==> config.mk <==
export PLATFORM = sky130hd
export DESIGN_NAME = rr_top
export DESIGN_NICKNAME = d
export VERILOG_FILES = /design/src/hdl/rr_pkg.sv /design/src/hdl/rr_channel.sv /design/src/hdl/rr_top.sv
export SDC_FILE = /design/constraint.sdc
export NUM_CORES = 1
export LEC_CHECK = 0
export BUFFER_PORTS_ARGS = -buffer_cell sky130_fd_sc_hd__buf_2
export CAP_MARGIN = 20
export CORE_MARGIN = 2
export CORE_UTILIZATION = 48
export CTS_BUF_LIST = sky130_fd_sc_hd__clkbuf_8 sky130_fd_sc_hd__clkbuf_16
export CTS_CLUSTER_SIZE = 24
export DETAILED_ROUTE_END_ITERATION = 16
export GPL_TIMING_DRIVEN = 0
export PLACE_DENSITY = 0.64
export SLEW_MARGIN = 15
export SYNTH_ARGS = -nofsm -noshare
export SYNTH_HDL_FRONTEND = slang
export SYNTH_SLANG_ARGS = --single-unit
==> constraint.sdc <==
create_clock -name CORE_CLK -period 26.6 [get_ports CORE_CLK]
set_input_delay 1.33 -clock CORE_CLK [delete_from_list [all_inputs] [get_ports CORE_CLK]]
set_output_delay 1.33 -clock CORE_CLK [all_outputs]
set_load 0.1 [all_outputs]
==> src/hdl/rr_pkg.sv <==
// constants and field layout of the request router channel configuration
package rr_pkg;
  localparam int unsigned NUM_CH = 12;
  localparam int unsigned NUM_REQ = 80;
  localparam int unsigned NUM_SYNC = 32;
  localparam int unsigned ADDR_W = 12;
  // ---------------------------------------------------------------
  // register map
  // ---------------------------------------------------------------
  localparam logic [11:0] CFG_BASE = 12'h000;
  localparam logic [11:0] CFG_STRIDE = 12'h004;
  localparam logic [11:0] FLAGS_ADDR = 12'h080;
  localparam logic [11:0] CLEARS_ADDR = 12'h084;
  localparam logic [31:0] CFG_RESET = 32'h0000_0000;
  localparam logic [31:0] CFG_MASK = 32'h1fff_037f;
  // ---------------------------------------------------------------
  // configuration fields
  // ---------------------------------------------------------------
  localparam int unsigned SEL_LSB = 0;
  localparam int unsigned SEL_W = 7;
  localparam int unsigned IRQ_EN_BIT = 8;
  localparam int unsigned EVT_EN_BIT = 9;
  localparam int unsigned SYNC_EN_BIT = 16;
  localparam int unsigned POL_LSB = 17;
  localparam int unsigned POL_W = 2;
  localparam int unsigned CNT_LSB = 19;
  localparam int unsigned CNT_W = 5;
  localparam int unsigned SYNC_LSB = 24;
  localparam int unsigned SYNC_W = 5;
  // ---------------------------------------------------------------
  // code assignment of request, trigger and sync selects
  // ---------------------------------------------------------------
  localparam logic [6:0] REQ_CODE_MAX = 7'h4f;
  localparam logic [6:0] REQ_CODE_RSVD = 7'h07;
  localparam logic [4:0] EXT_LINE_MAX = 5'h0f;
  localparam logic [4:0] EVT_OUT_MAX = 5'h13;
  localparam logic [4:0] TIMER_OUT_CODE = 5'h16;
  localparam logic [1:0] POL_NONE = 2'h0;
  localparam logic [1:0] POL_RISE = 2'h1;
  localparam logic [1:0] POL_FALL = 2'h2;
  localparam logic [1:0] POL_BOTH = 2'h3;

  typedef enum logic [1:0] {
    RR_WAIT = 2'b01,
    RR_FWD = 2'b10
  } rr_state_t;

  // trigger and sync codes share one assignment
  function automatic logic rr_sync_code_ok(input logic [4:0] code);
    rr_sync_code_ok = (code <= EVT_OUT_MAX) || (code == TIMER_OUT_CODE);
  endfunction

  function automatic logic rr_req_code_ok(input logic [6:0] code);
    rr_req_code_ok = (code != 7'h00) && (code != REQ_CODE_RSVD) &&
      (code <= REQ_CODE_MAX);
  endfunction
endpackage

==> src/hdl/rr_channel.sv <==
// one multiplexer channel: select, sync gating, counting, event
`timescale 1ns/1ps
module rr_channel (
  input wire logic CORE_CLK,
  input wire logic RST,
  input wire logic [31:0] CFG,
  input wire logic [rr_pkg::NUM_REQ-1:0] REQ_IN,
  input wire logic [rr_pkg::NUM_SYNC-1:0] SYNC_IN,
  input wire logic REQ_ACK,
  output logic REQ_OUT,
  output logic EVT_OUT,
  output logic OVR_PULSE
);
  logic [6:0] sel;
  logic [4:0] sync_sel;
  logic [4:0] fwd_cnt_max;
  logic [1:0] pol;
  logic sync_en;
  logic evt_en;
  logic sel_req;
  logic sync_lvl;
  logic sync_prev;
  logic sync_evt;
  logic served;
  logic last;
  logic [4:0] cnt;
  rr_pkg::rr_state_t state;

  // ---------------------------------------------------------------
  // field decode and selection
  // ---------------------------------------------------------------
  assign sel = CFG[rr_pkg::SEL_LSB +: rr_pkg::SEL_W];
  assign sync_sel = CFG[rr_pkg::SYNC_LSB +: rr_pkg::SYNC_W];
  assign fwd_cnt_max = CFG[rr_pkg::CNT_LSB +: rr_pkg::CNT_W];
  assign pol = CFG[rr_pkg::POL_LSB +: rr_pkg::POL_W];
  assign sync_en = CFG[rr_pkg::SYNC_EN_BIT];
  assign evt_en = CFG[rr_pkg::EVT_EN_BIT];
  assign sel_req = rr_pkg::rr_req_code_ok(sel) && REQ_IN[sel];
  assign sync_lvl = rr_pkg::rr_sync_code_ok(sync_sel) && SYNC_IN[sync_sel];

  // ---------------------------------------------------------------
  // edge detection
  // ---------------------------------------------------------------
  always_ff @(posedge CORE_CLK or posedge RST) begin
    if (RST) begin
      sync_prev <= 1'b0;
    end else begin
      sync_prev <= sync_lvl;
    end
  end

  always_comb begin
    case (pol)
      rr_pkg::POL_RISE: sync_evt = sync_lvl & ~sync_prev;
      rr_pkg::POL_FALL: sync_evt = ~sync_lvl & sync_prev;
      rr_pkg::POL_BOTH: sync_evt = sync_lvl ^ sync_prev;
      default: sync_evt = 1'b0;
    endcase
  end

  // ---------------------------------------------------------------
  // forwarding window
  // ---------------------------------------------------------------
  // without sync the gate stays open; a served request counts unless sync and events are both off
  assign REQ_OUT = sel_req && (!sync_en || state == rr_pkg::RR_FWD);
  assign served = REQ_OUT && REQ_ACK;
  assign last = served && (cnt == fwd_cnt_max);

  always_ff @(posedge CORE_CLK or posedge RST) begin
    if (RST) begin
      state <= rr_pkg::RR_WAIT;
    end else begin
      case (state)
        rr_pkg::RR_WAIT: begin
          if (sync_en && sync_evt) begin
            state <= rr_pkg::RR_FWD;
          end
        end
        rr_pkg::RR_FWD: begin
          if (!sync_en || last) begin
            state <= rr_pkg::RR_WAIT;
          end
        end
        default: state <= rr_pkg::RR_WAIT;
      endcase
    end
  end

  always_ff @(posedge CORE_CLK or posedge RST) begin
    if (RST) begin
      cnt <= 5'h00;
    end else if (!sync_en && !evt_en) begin
      cnt <= 5'h00;
    end else if (last) begin
      cnt <= 5'h00;
    end else if (served) begin
      cnt <= cnt + 5'h01;
    end else if (sync_en && sync_evt && state == rr_pkg::RR_WAIT) begin
      cnt <= 5'h00;
    end
  end

  // ---------------------------------------------------------------
  // output event and overrun
  // ---------------------------------------------------------------
  always_ff @(posedge CORE_CLK or posedge RST) begin
    if (RST) begin
      EVT_OUT <= 1'b0;
    end else begin
      EVT_OUT <= evt_en && last;
    end
  end

  // a sync edge inside an unfinished window is not queued, only flagged
  assign OVR_PULSE = sync_en && sync_evt && state == rr_pkg::RR_FWD &&
    !last;
endmodule // rr_channel

==> src/hdl/rr_top.sv <==
// request router: channel configuration registers and twelve channels
`timescale 1ns/1ps
module rr_top #(
  parameter int unsigned CHANNELS = rr_pkg::NUM_CH
) (
  input wire logic CORE_CLK,
  input wire logic RST,
  input wire logic [rr_pkg::ADDR_W-1:0] REG_ADDR,
  input wire logic [31:0] REG_WDATA,
  input wire logic REG_WR,
  input wire logic REG_RD,
  output logic [31:0] REG_RDATA,
  input wire logic [rr_pkg::NUM_REQ-1:0] REQ_IN,
  input wire logic [rr_pkg::NUM_SYNC-1:0] SYNC_IN,
  input wire logic [CHANNELS-1:0] REQ_ACK,
  output logic [CHANNELS-1:0] REQ_OUT,
  output logic [CHANNELS-1:0] EVT_OUT,
  output logic SYNC_OVR_IRQ
);
  logic [31:0] cfg [CHANNELS];
  logic [CHANNELS-1:0] sync_overrun_flag;
  logic [CHANNELS-1:0] ovr_pulse;
  logic [CHANNELS-1:0] clr;
  logic [CHANNELS-1:0] irq_en;
  logic [31:0] next_rdata;

  // ---------------------------------------------------------------
  // address decode
  // ---------------------------------------------------------------
  // word index of a config register, or CHANNELS when outside the bank
  function automatic int unsigned cfg_index(
      input logic [rr_pkg::ADDR_W-1:0] a);
    cfg_index = CHANNELS;
    for (int unsigned i = 0; i < CHANNELS; i++) begin
      if (a == rr_pkg::CFG_BASE + 12'(i) * rr_pkg::CFG_STRIDE) begin
        cfg_index = i;
      end
    end
  endfunction

  // ---------------------------------------------------------------
  // configuration registers
  // ---------------------------------------------------------------
  // the forward count is taken as written; a change while enabled is
  // the caller's risk and simply retargets the running count
  always_ff @(posedge CORE_CLK or posedge RST) begin
    if (RST) begin
      for (int unsigned i = 0; i < CHANNELS; i++) begin
        cfg[i] <= rr_pkg::CFG_RESET;
      end
    end else if (REG_WR && cfg_index(REG_ADDR) < CHANNELS) begin
      cfg[cfg_index(REG_ADDR)] <= REG_WDATA & rr_pkg::CFG_MASK;
    end
  end

  // ---------------------------------------------------------------
  // channels
  // ---------------------------------------------------------------
  for (genvar c = 0; c < CHANNELS; c++) begin : g_ch
    rr_channel u_ch (
      .CORE_CLK(CORE_CLK),
      .RST(RST),
      .CFG(cfg[c]),
      .REQ_IN(REQ_IN),
      .SYNC_IN(SYNC_IN),
      .REQ_ACK(REQ_ACK[c]),
      .REQ_OUT(REQ_OUT[c]),
      .EVT_OUT(EVT_OUT[c]),
      .OVR_PULSE(ovr_pulse[c])
    );
    assign irq_en[c] = cfg[c][rr_pkg::IRQ_EN_BIT];
  end

  // ---------------------------------------------------------------
  // overrun flags
  // ---------------------------------------------------------------
  assign clr = (REG_WR && REG_ADDR == rr_pkg::CLEARS_ADDR) ?
    REG_WDATA[CHANNELS-1:0] : '0;

  // a new overrun in the clearing cycle survives the clear
  always_ff @(posedge CORE_CLK or posedge RST) begin
    if (RST) begin
      sync_overrun_flag <= '0;
    end else begin
      sync_overrun_flag <= (sync_overrun_flag & ~clr) | ovr_pulse;
    end
  end

  always_ff @(posedge CORE_CLK or posedge RST) begin
    if (RST) begin
      SYNC_OVR_IRQ <= 1'b0;
    end else begin
      SYNC_OVR_IRQ <= |(sync_overrun_flag & irq_en);
    end
  end

  // ---------------------------------------------------------------
  // read path
  // ---------------------------------------------------------------
  always_comb begin
    next_rdata = 32'h0000_0000;
    if (cfg_index(REG_ADDR) < CHANNELS) begin
      next_rdata = cfg[cfg_index(REG_ADDR)];
    end else if (REG_ADDR == rr_pkg::FLAGS_ADDR) begin
      next_rdata[CHANNELS-1:0] = sync_overrun_flag;
    end
  end

  // data is registered: it appears the cycle after the read strobe
  always_ff @(posedge CORE_CLK or posedge RST) begin
    if (RST) begin
      REG_RDATA <= 32'h0000_0000;
    end else if (REG_RD) begin
      REG_RDATA <= next_rdata;
    end
  end
endmodule // rr_top

==> summary.md, run 1 <==
| Metric | Value |
|---|---|
| Die ar. | `0.06798 sq mm` |
| Layout Cells excl Fill | `4,170` |
| Commonest non-fill, non-tap cells in the layout | `dfrtp_1, nand2_1, mux2_2` |
| Worst Hold Launch | `g_ch[4].u_ch.state[1]` |
| Worst relative slew slack | `13.45%` |
| Setup bufs post-CTS | `0` |
| Netlist cell types | `89` |
| Seq/Total Area, Yosys | `32.48%` |
| Crit. End Element | `output pin` |
| Num ports | `229` |
| Crit path required time | `25.27 ns` |
| Worst-Margin Slew | `roughly 1.3 ns` |
| Clk buf depth | `3` |
| Reg clk slew, reported paths | `0.06 ns` |
| Worst Path Class, Setup | `primary input to output pin` |
| Via count | `around 29,000` |
| Syn. warnings | `0` |
| Commonest non-fill, non-tap cell in the layout | `dfrtp_1` |
| Clock Sinks | `410` |
| Avg Cell Area, Syn | `approximately 11 sq um` |
| GR Overflow Total | `0` |
| R2R cell count | `12` |
| Yosys reg bits | `a little over 400` |
| First-pass GRT wire length | `201,700 microns` |
| Crit start category | `primary input` |
| Ys async rst share | `100.0%` |
| Pre-CTS WS | `20.59 ns` |
| First drt pass iteration count | `7` |
| Max VDD drop | `47.06 uV` |
| Crit-path cells | `buf_2 -> clkbuf_1 -> mux4_2 -> nand2_1 -> and4b_1 -> o41ai_1 -> o31a_1 -> a21boi_0 -> buf_4 -> buf_2` |
| Final min period | `6.313 ns` |
| Flop-to-flop setup slack | `22.35 ns` |
| # rows | `94` |
| Vias/cell | `between 6 and 7` |
| Arrival @ worst endpoint | `4.98 ns` |
| Final period util | `23.73%` |
| Post-Route WL | `~140,000 microns` |
| Htree depth | `2` |
| Fill cells | `5,896` |
| Area contributors post-synth | `dfrtp_1, mux4_2, mux2_2, nand2_1, mux2i_1` |
| DRC | `0` |
| Die Wd | `260.7 microns` |
| Slowest-stage cell, CP | `clkbuf_1` |
| Bufs and invs on worst path | `4` |
| Post-DP HPWL | `103,400 microns` |
| Top FF cell, synth | `dfrtp_1` |
| CP most frequent cell | `buf_2` |
| Core Util, Final | `54.36%` |
| Hold Path Class | `flip-flop to flip-flop` |
| Crit path max-delay family | `buffers and inverters` |
| Violation count after the first detailed-route iteration | `4,016` |
| RR Endpoint | `g_ch[9].u_ch.cnt[3]` |
| Largest net degree at the start of global routing | `approximately 110` |
| Fraction of layout cells with a size suffix above 1 | `between 30 and 40%` |
| Setup repair after global routing missed its margin | `false` |
| Hold Crit Depth | `1` |
| Setup ws final | `between 20 and 25 ns` |
| Maximum clock frequency | `158.4 MHz` |
| Hold EP | `g_ch[4].u_ch.state[0]` |
| # resized after CTS | `0` |
| Routed length per instance | `34.22 microns` |
| Total GRT Usage | `41.83%` |
| Crit Path Max Fanout | `10` |
| Lkg Pwr | `approximately 15 nW` |
| Cts-stage hold buffer count | `0` |
| CTS buffer count | `49` |
| CTS Root Cell | `clkbuf_16` |
| Layout Nets | `~3,500` |
| Post-synth EDFFs | `0` |
| Initial Utilization | `48.29%` |
| # Max-Cap Violations | `0` |
| Hold Vio Cnt, Final | `0` |
| GP Congestion | `1.027` |
| Area Growth Syn to Fin | `12.57%` |
| Final Setup Violations | `0` |
| Clock skew | `0.02943 ns` |
| Vias in the first global route | `about 28,000` |
| Synth top area share | `31.48%` |
| Max stage delay on crit path | `around 0.95 ns` |
| Final TNS setup | `0 ns` |
| Final Max Slew Viols | `0` |
| Number of port buffers | `200` |
| Initial antenna violation count | `8` |
| Status | `complete, no violations` |
| CTS tree | `yes` |
| ANT nets after route | `0` |
| Die H | `~260 microns` |
| Power Dens Cells | `43.02 mW/mm^2` |
| Synthesized area | `0.03164 sq mm` |
| CORE AREA | `0.06551 sq mm` |
| Post-synth top area cell | `dfrtp_1` |
| Worst r2r src | `cfg[88]` |
| Worst-skew pair later-pin latency | `0.64 ns` |
| Post-Synthesis Cells | `around 3,000` |
| Min Hold Slack | `roughly 0.47 ns` |
| Placed Cells incl. Taps | `4,072` |
routing by layer:
metal	share of wire (%)	vias up	global-route usage, %
met5	0.029	-	0.2849
met4	8.5	6	31.00
met3	10	522	10.10
met2	44	2110	62.42
met1	37	14620	52.92
li1	-	11720	-
sequential cells by signal, summed over array words and instances, names as in the netlist:
| register | flops |
|---|---|
| SYNC_OVR_IRQ | 1 |
| cfg | 264 |
| g_ch.u_ch.cnt | 60 |
| sync_overrun_flag | 12 |
| g_ch.u_ch.EVT_OUT | 12 |
| REG_RDATA | 25 |
| g_ch.u_ch.state | 24 |
| g_ch.u_ch.sync_prev | 12 |
power by group:
part / total [mW] / internal (mW) / switching [mW]
logic: 0.195 / 0.0624 / 0.133
registers: 0.632 / 0.627 / 0.00490
clock network: 0.705 / 0.404 / 0.300
cell usage after synthesis, types with 8 or more instances:
| library cell | number |
|---|---|
| a2111oi_0 | 12 |
| a211o_1 | 8 |
| a211oi_1 | 20 |
| a21oi_1 | 111 |
| a221oi_1 | 9 |
| a22o_1 | 9 |
| a311oi_1 | 31 |
| a31oi_1 | 26 |
| a32o_1 | 8 |
| and2_1 | 14 |
| and3_1 | 46 |
| buf_1 | 24 |
| buf_2 | 67 |
| buf_4 | 44 |
| clkbuf_1 | 227 |
| dfrtp_1 | 398 |
| dfstp_2 | 12 |
| ha_1 | 36 |
| inv_1 | 104 |
| mux2_2 | 286 |
| mux2i_1 | 104 |
| mux4_1 | 16 |
| mux4_2 | 269 |
| nand2_1 | 353 |
| nand2b_1 | 39 |
| nand3_1 | 109 |
| nand3b_1 | 25 |
| nand4b_1 | 24 |
| nor2_1 | 85 |
| nor2b_1 | 52 |
| nor3_1 | 32 |
| nor4_1 | 8 |
| o211ai_1 | 12 |
| o21a_1 | 11 |
| o21ai_0 | 98 |
| o22ai_1 | 24 |
| o311ai_0 | 9 |
| o31ai_1 | 14 |
| or3_1 | 19 |
| or4_1 | 12 |
| xnor2_1 | 35 |
| xor2_1 | 26 |
area by class of cell:
type                       instances  area (sq um)  area share, %
clock buffer                      62          1405          3.945
sequential                       410         10270          28.85
antenna                            7         17.52        0.04919
multi-input combinational       2123         19340          54.29
clock inverter                    25         269.0         0.7554
buffer                           366          1664          4.673
inverter                         104         397.9          1.117
timing repair buffer             209          1167          3.278
tap                              864          1081          3.036
worst max path at each step:
stage               startpoint  depth (start not counted)           end
global route        REQ_IN[55]                         10    REQ_OUT[5]
finish              REQ_IN[48]                         10    REQ_OUT[5]
detailed placement  REQ_IN[51]                         10    REQ_OUT[5]
global placement           RST                          2      cfg[227]
CTS                 REQ_IN[51]                         10    REQ_OUT[5]
floorplan                  RST                          1  REG_RDATA[0]
logic make-up after synthesis:
kind of cell / share of synthesized area, %
buf+inv: 6.486
mux: 33.95
other cells: 0.01185
xor+xnor: 1.689
fa+ha+maj: 1.424
flops: 32.48
compound gates: 10.16
simple gates: 13.80
through the flow:
stage / power, mW / area (sq um)
floorplan: 0.7454 / 31660
global placement: 0.8240 / 33740
detailed placement: 0.8291 / 33870
CTS: 1.527 / 35550
global route: 1.564 / 35600
finish: 1.532 / 35610
(Power assumes the default switching activity.)
==> run 2: changes to the inputs <==
clock period = 5.9 ns   (was 26.6 ns; I/O delays follow)
==> run 2 against run 1 <==
Net effect: combinational power increased to 4.6 times the previous value; design area increased by 0.89%; register-to-register slack got worse by 21 ns; non-clock buffer count increased by 27; global-route usage decreased by 1.3 points; sequential share of layout area decreased by 0.26 points; worst setup slack got worse by 19 ns; sequential power increased to 4.5 times the previous value; clock skew increased by 0.0077 ns; via count increased by 0.85%; highest routed layer unchanged.
==> summary.md, run 2 (synthesis gave the netlist of run 1 again) <==
| Metric | Value |
|---|---|
| Crit. End Element | `output pin` |
| Layout Nets | `3,497 (+0.75%)` |
| GR peak layer | `met2` |
| Switching power | `1.985 mW (+350%)` |
| Worst r2r src | `cfg[280]` |
| Post-DP HPWL | `102,300 microns (-1.0%)` |
| Slowest-stage cell, CP | `o41ai_1` |
| Fraction of layout cells with a size suffix above 1 | `30.35% (+0.067 points)` |
| Die Wd | `260.7 microns (unchanged)` |
| Lkg Pwr | `14.70 nW (+0.81%)` |
| Power Total | `6.891 mW (+350%)` |
| Crit path required time | `5.61 ns (-19.66 ns)` |
| Crit start category | `flip-flop` |
| Worst Path Class, Setup | `flip-flop to output pin` |
| Max VDD drop | `205.9 uV (+340%)` |
| DRC | `0 (unchanged)` |
| First drt pass iteration count | `7 (unchanged)` |
| Worst-skew pair later-pin latency | `0.65 ns (about the same)` |
| Largest Register | `cfg` |
| Logic gate share of total power | `12.9% (+0.2 points)` |
| Clk pwr share | `45.7% (-0.3 points)` |
| Reg clk slew, reported paths | `0.06 ns (about the same)` |
| Die ar. | `0.06798 sq mm (unchanged)` |
| Routing usage on met2 | `61.27% (-1.1 points)` |
| Crit path max-delay family | `buffers and inverters` |
| # rows | `94 (unchanged)` |
| Total GRT Usage | `40.57% (-1.3 points)` |
| Clock skew | `0.03709 ns (+0.007663 ns)` |
| Flop-to-flop setup slack | `1.63 ns (-20.72 ns)` |
| Placed Cells incl. Taps | `4,081 (+0.22%)` |
| First-pass GRT wire length | `197,400 microns (-2.1%)` |
| Sw Ratio | `28.81% (+0.22 points)` |
| Arrival @ worst endpoint | `4.20 ns (-0.78 ns)` |
| GR met3 Demand/Resource | `11.28% (+1.2 points)` |
| Area Growth Syn to Fin | `13.58%` |
| ANT nets after route | `0 (unchanged)` |
| Max stage delay on crit path | `0.64 ns (-0.31 ns)` |
| Final period util | `76.17%` |
| Hold Vio Cnt, Final | `0 (unchanged)` |
| CORE AREA | `0.06551 sq mm (unchanged)` |
| CTS Root Cell | `clkbuf_16` |
| R2R cell count | `14 (+2)` |
| GR Util met1 | `50.28% (-2.6 points)` |
| Via count | `29,220 (+0.85%)` |
| Crit Path Max Fanout | `10 (unchanged)` |
| Final Max Slew Viols | `0 (unchanged)` |
| Final Setup Violations | `0 (unchanged)` |
| Bufs and invs on worst path | `4 (unchanged)` |
| Vias/cell | `6.950 (about the same)` |
| Min Hold Slack | `0.008762 ns (-0.4612 ns)` |
| Initial Utilization | `48.29% (unchanged)` |
| Fill cells | `5,744 (-2.6%)` |
| Routed length per instance | `33.01 microns (-3.5%)` |
| Htree depth | `2 (unchanged)` |
| Hold EP | `cfg[96]` |
| Worst Hold Launch | `REG_WDATA[0]` |
| Num ports | `229 (unchanged)` |
| Final TNS setup | `0 ns (unchanged)` |
| CTS tree | `yes` |
| Worst relative slew slack | `20.11% (+6.7 points)` |
| Initial antenna violation count | `18 (+10)` |
| Vias in the first global route | `28,250 (+1.2%)` |
| Commonest non-fill, non-tap cells in the layout | `dfrtp_1, nand2_1, mux2_2` |
| Commonest non-fill, non-tap cell in the layout | `dfrtp_1` |
| Violation count after the first detailed-route iteration | `3,583 (-11%)` |
| Maximum clock frequency | `222.5 MHz` |
| Setup repair after global routing missed its margin | `false` |
| Register share of total power | `41.3% (about the same)` |
| Internal power | `4.906 mW (+350%)` |
| Status | `complete, no violations` |
| Die H | `260.7 microns (unchanged)` |
| Crit-path cells | `clkbuf_1 -> buf_2 -> mux4_2 -> mux2_2 -> o22ai_1 -> o41ai_1 -> o31a_1 -> a21boi_0 -> buf_4 -> buf_2` |
| GR Overflow Total | `0 (unchanged)` |
| Hold Path Class | `primary input to flip-flop` |
| Largest net degree at the start of global routing | `38 (-66%)` |
| Biggest regs | `cfg x264, g_ch.u_ch.cnt x60, REG_RDATA x25` |
| # Max-Cap Violations | `0 (unchanged)` |
| Setup bufs post-CTS | `0 (unchanged)` |
| Final min period | `4.494 ns` |
| Worst-Margin Slew | `1.198 ns (-0.09987 ns)` |
| Clock Sinks | `410 (unchanged)` |
| CP most frequent cell | `buf_2` |
| CTS buffer count | `48 (-2.0%)` |
| Layout Cells excl Fill | `4,205 (+0.84%)` |
| Clk buf depth | `3 (unchanged)` |
| Post-Route WL | `138,800 microns (-2.7%)` |
| Largest register FFs | `264 (unchanged)` |
| Number of port buffers | `200 (unchanged)` |
| GP Congestion | `1.046 (+1.9%)` |
| Pre-CTS WS | `1.548 ns (-19.04 ns)` |
| Hold Crit Depth | `2 (+1)` |
| RR Endpoint | `g_ch[3].u_ch.cnt[4]` |
| Power Dens Cells | `191.8 mW/mm^2 (+350%)` |
| Setup ws final | `1.406 ns (-18.88 ns)` |
-- run 2: cell types whose count changed in the layout (fill, tap and decap cells not counted), moves of 2 or more --
cell,previous run,this run
clkinv_2,5,11
clkinvlp_4,3,5
buf_6,6,4
dlygate4sd3_1,0,19
inv_1,112,109
clkbuf_8,13,11
buf_12,1,13
diode_2,7,13
buf_16,4,1
-- run 2: power groups by stage --
stage / sequential (mW) / combinational, mW / clock (mW)
after global routing: 2.85 / 0.905 / 3.27
after global placement: 2.90 / 0.800 / 0
after CTS: 2.85 / 0.852 / 3.17
after floorplan: 2.92 / 0.438 / 0
final: 2.85 / 0.891 / 3.15
after detailed placement: 2.90 / 0.839 / 0
-- run 2: area by class of cell --
type | instances | area, sq um | area share [%]
buffer | 366 | 1663 | 4.628
timing repair buffer | 236 | 1488 | 4.140
clock inverter | 30 | 314.1 | 0.8740
multi-input combinational | 2123 | 19330 | 53.80
inverter | 104 | 394.1 | 1.097
antenna | 13 | 32.53 | 0.09054
tap | 864 | 1081 | 3.009
sequential | 410 | 10270 | 28.60
clock buffer | 59 | 1353 | 3.764
-- run 2: metal layers --
metal,wire (microns),share of wire [%],up-vias
li1,-,-,11770
met1,50510,36,14520
met2,60810,44,2270
met3,15790,11,650
met4,11610,8.4,12
met5,85,0.061,-
-- run 2: worst register-to-register path, delay by kind of cell, from the launching register on --
family / cells / cell delay (ns)
compound gates: 4 / 1.23
mux: 2 / 0.86
simple gates: 5 / 0.85
buf+inv: 2 / 0.59
flops: 1 / 0.32
fa+ha+maj: 1 / 0.31
-- run 2: how the worst max path moves through the flow --
stage | from | end | slack [ns] | cells after the start
after CTS | cfg[184] | g_ch[6].u_ch.cnt[4] | 1.57 | 13
after detailed placement | cfg[184] | g_ch[6].u_ch.cnt[4] | 1.55 | 13
after global placement | RST | cfg[352] | -2.51 | 2
after global routing | cfg[88] | g_ch[9].u_ch.cnt[2] | 1.36 | 12
after floorplan | RST | REG_RDATA[0] | 0.09 | 1
final | cfg[194] | REQ_OUT[5] | 1.41 | 10
-- run 2: repair_timing --
| action | CTS | global route |
|---|---|---|
| hold buffers | 19 | 0 |
| gates resized for setup | 0 | 0 |
| hold endpoints to repair | 67 | 0 |
-- run 2: metrics by stage --
stage               util (%)  cell area, sq um
finish                 54.85             35930
global route           54.81             35900
CTS                    54.77             35880
detailed placement     51.94             34020
global placement       51.51             33740
floorplan                  -             31660
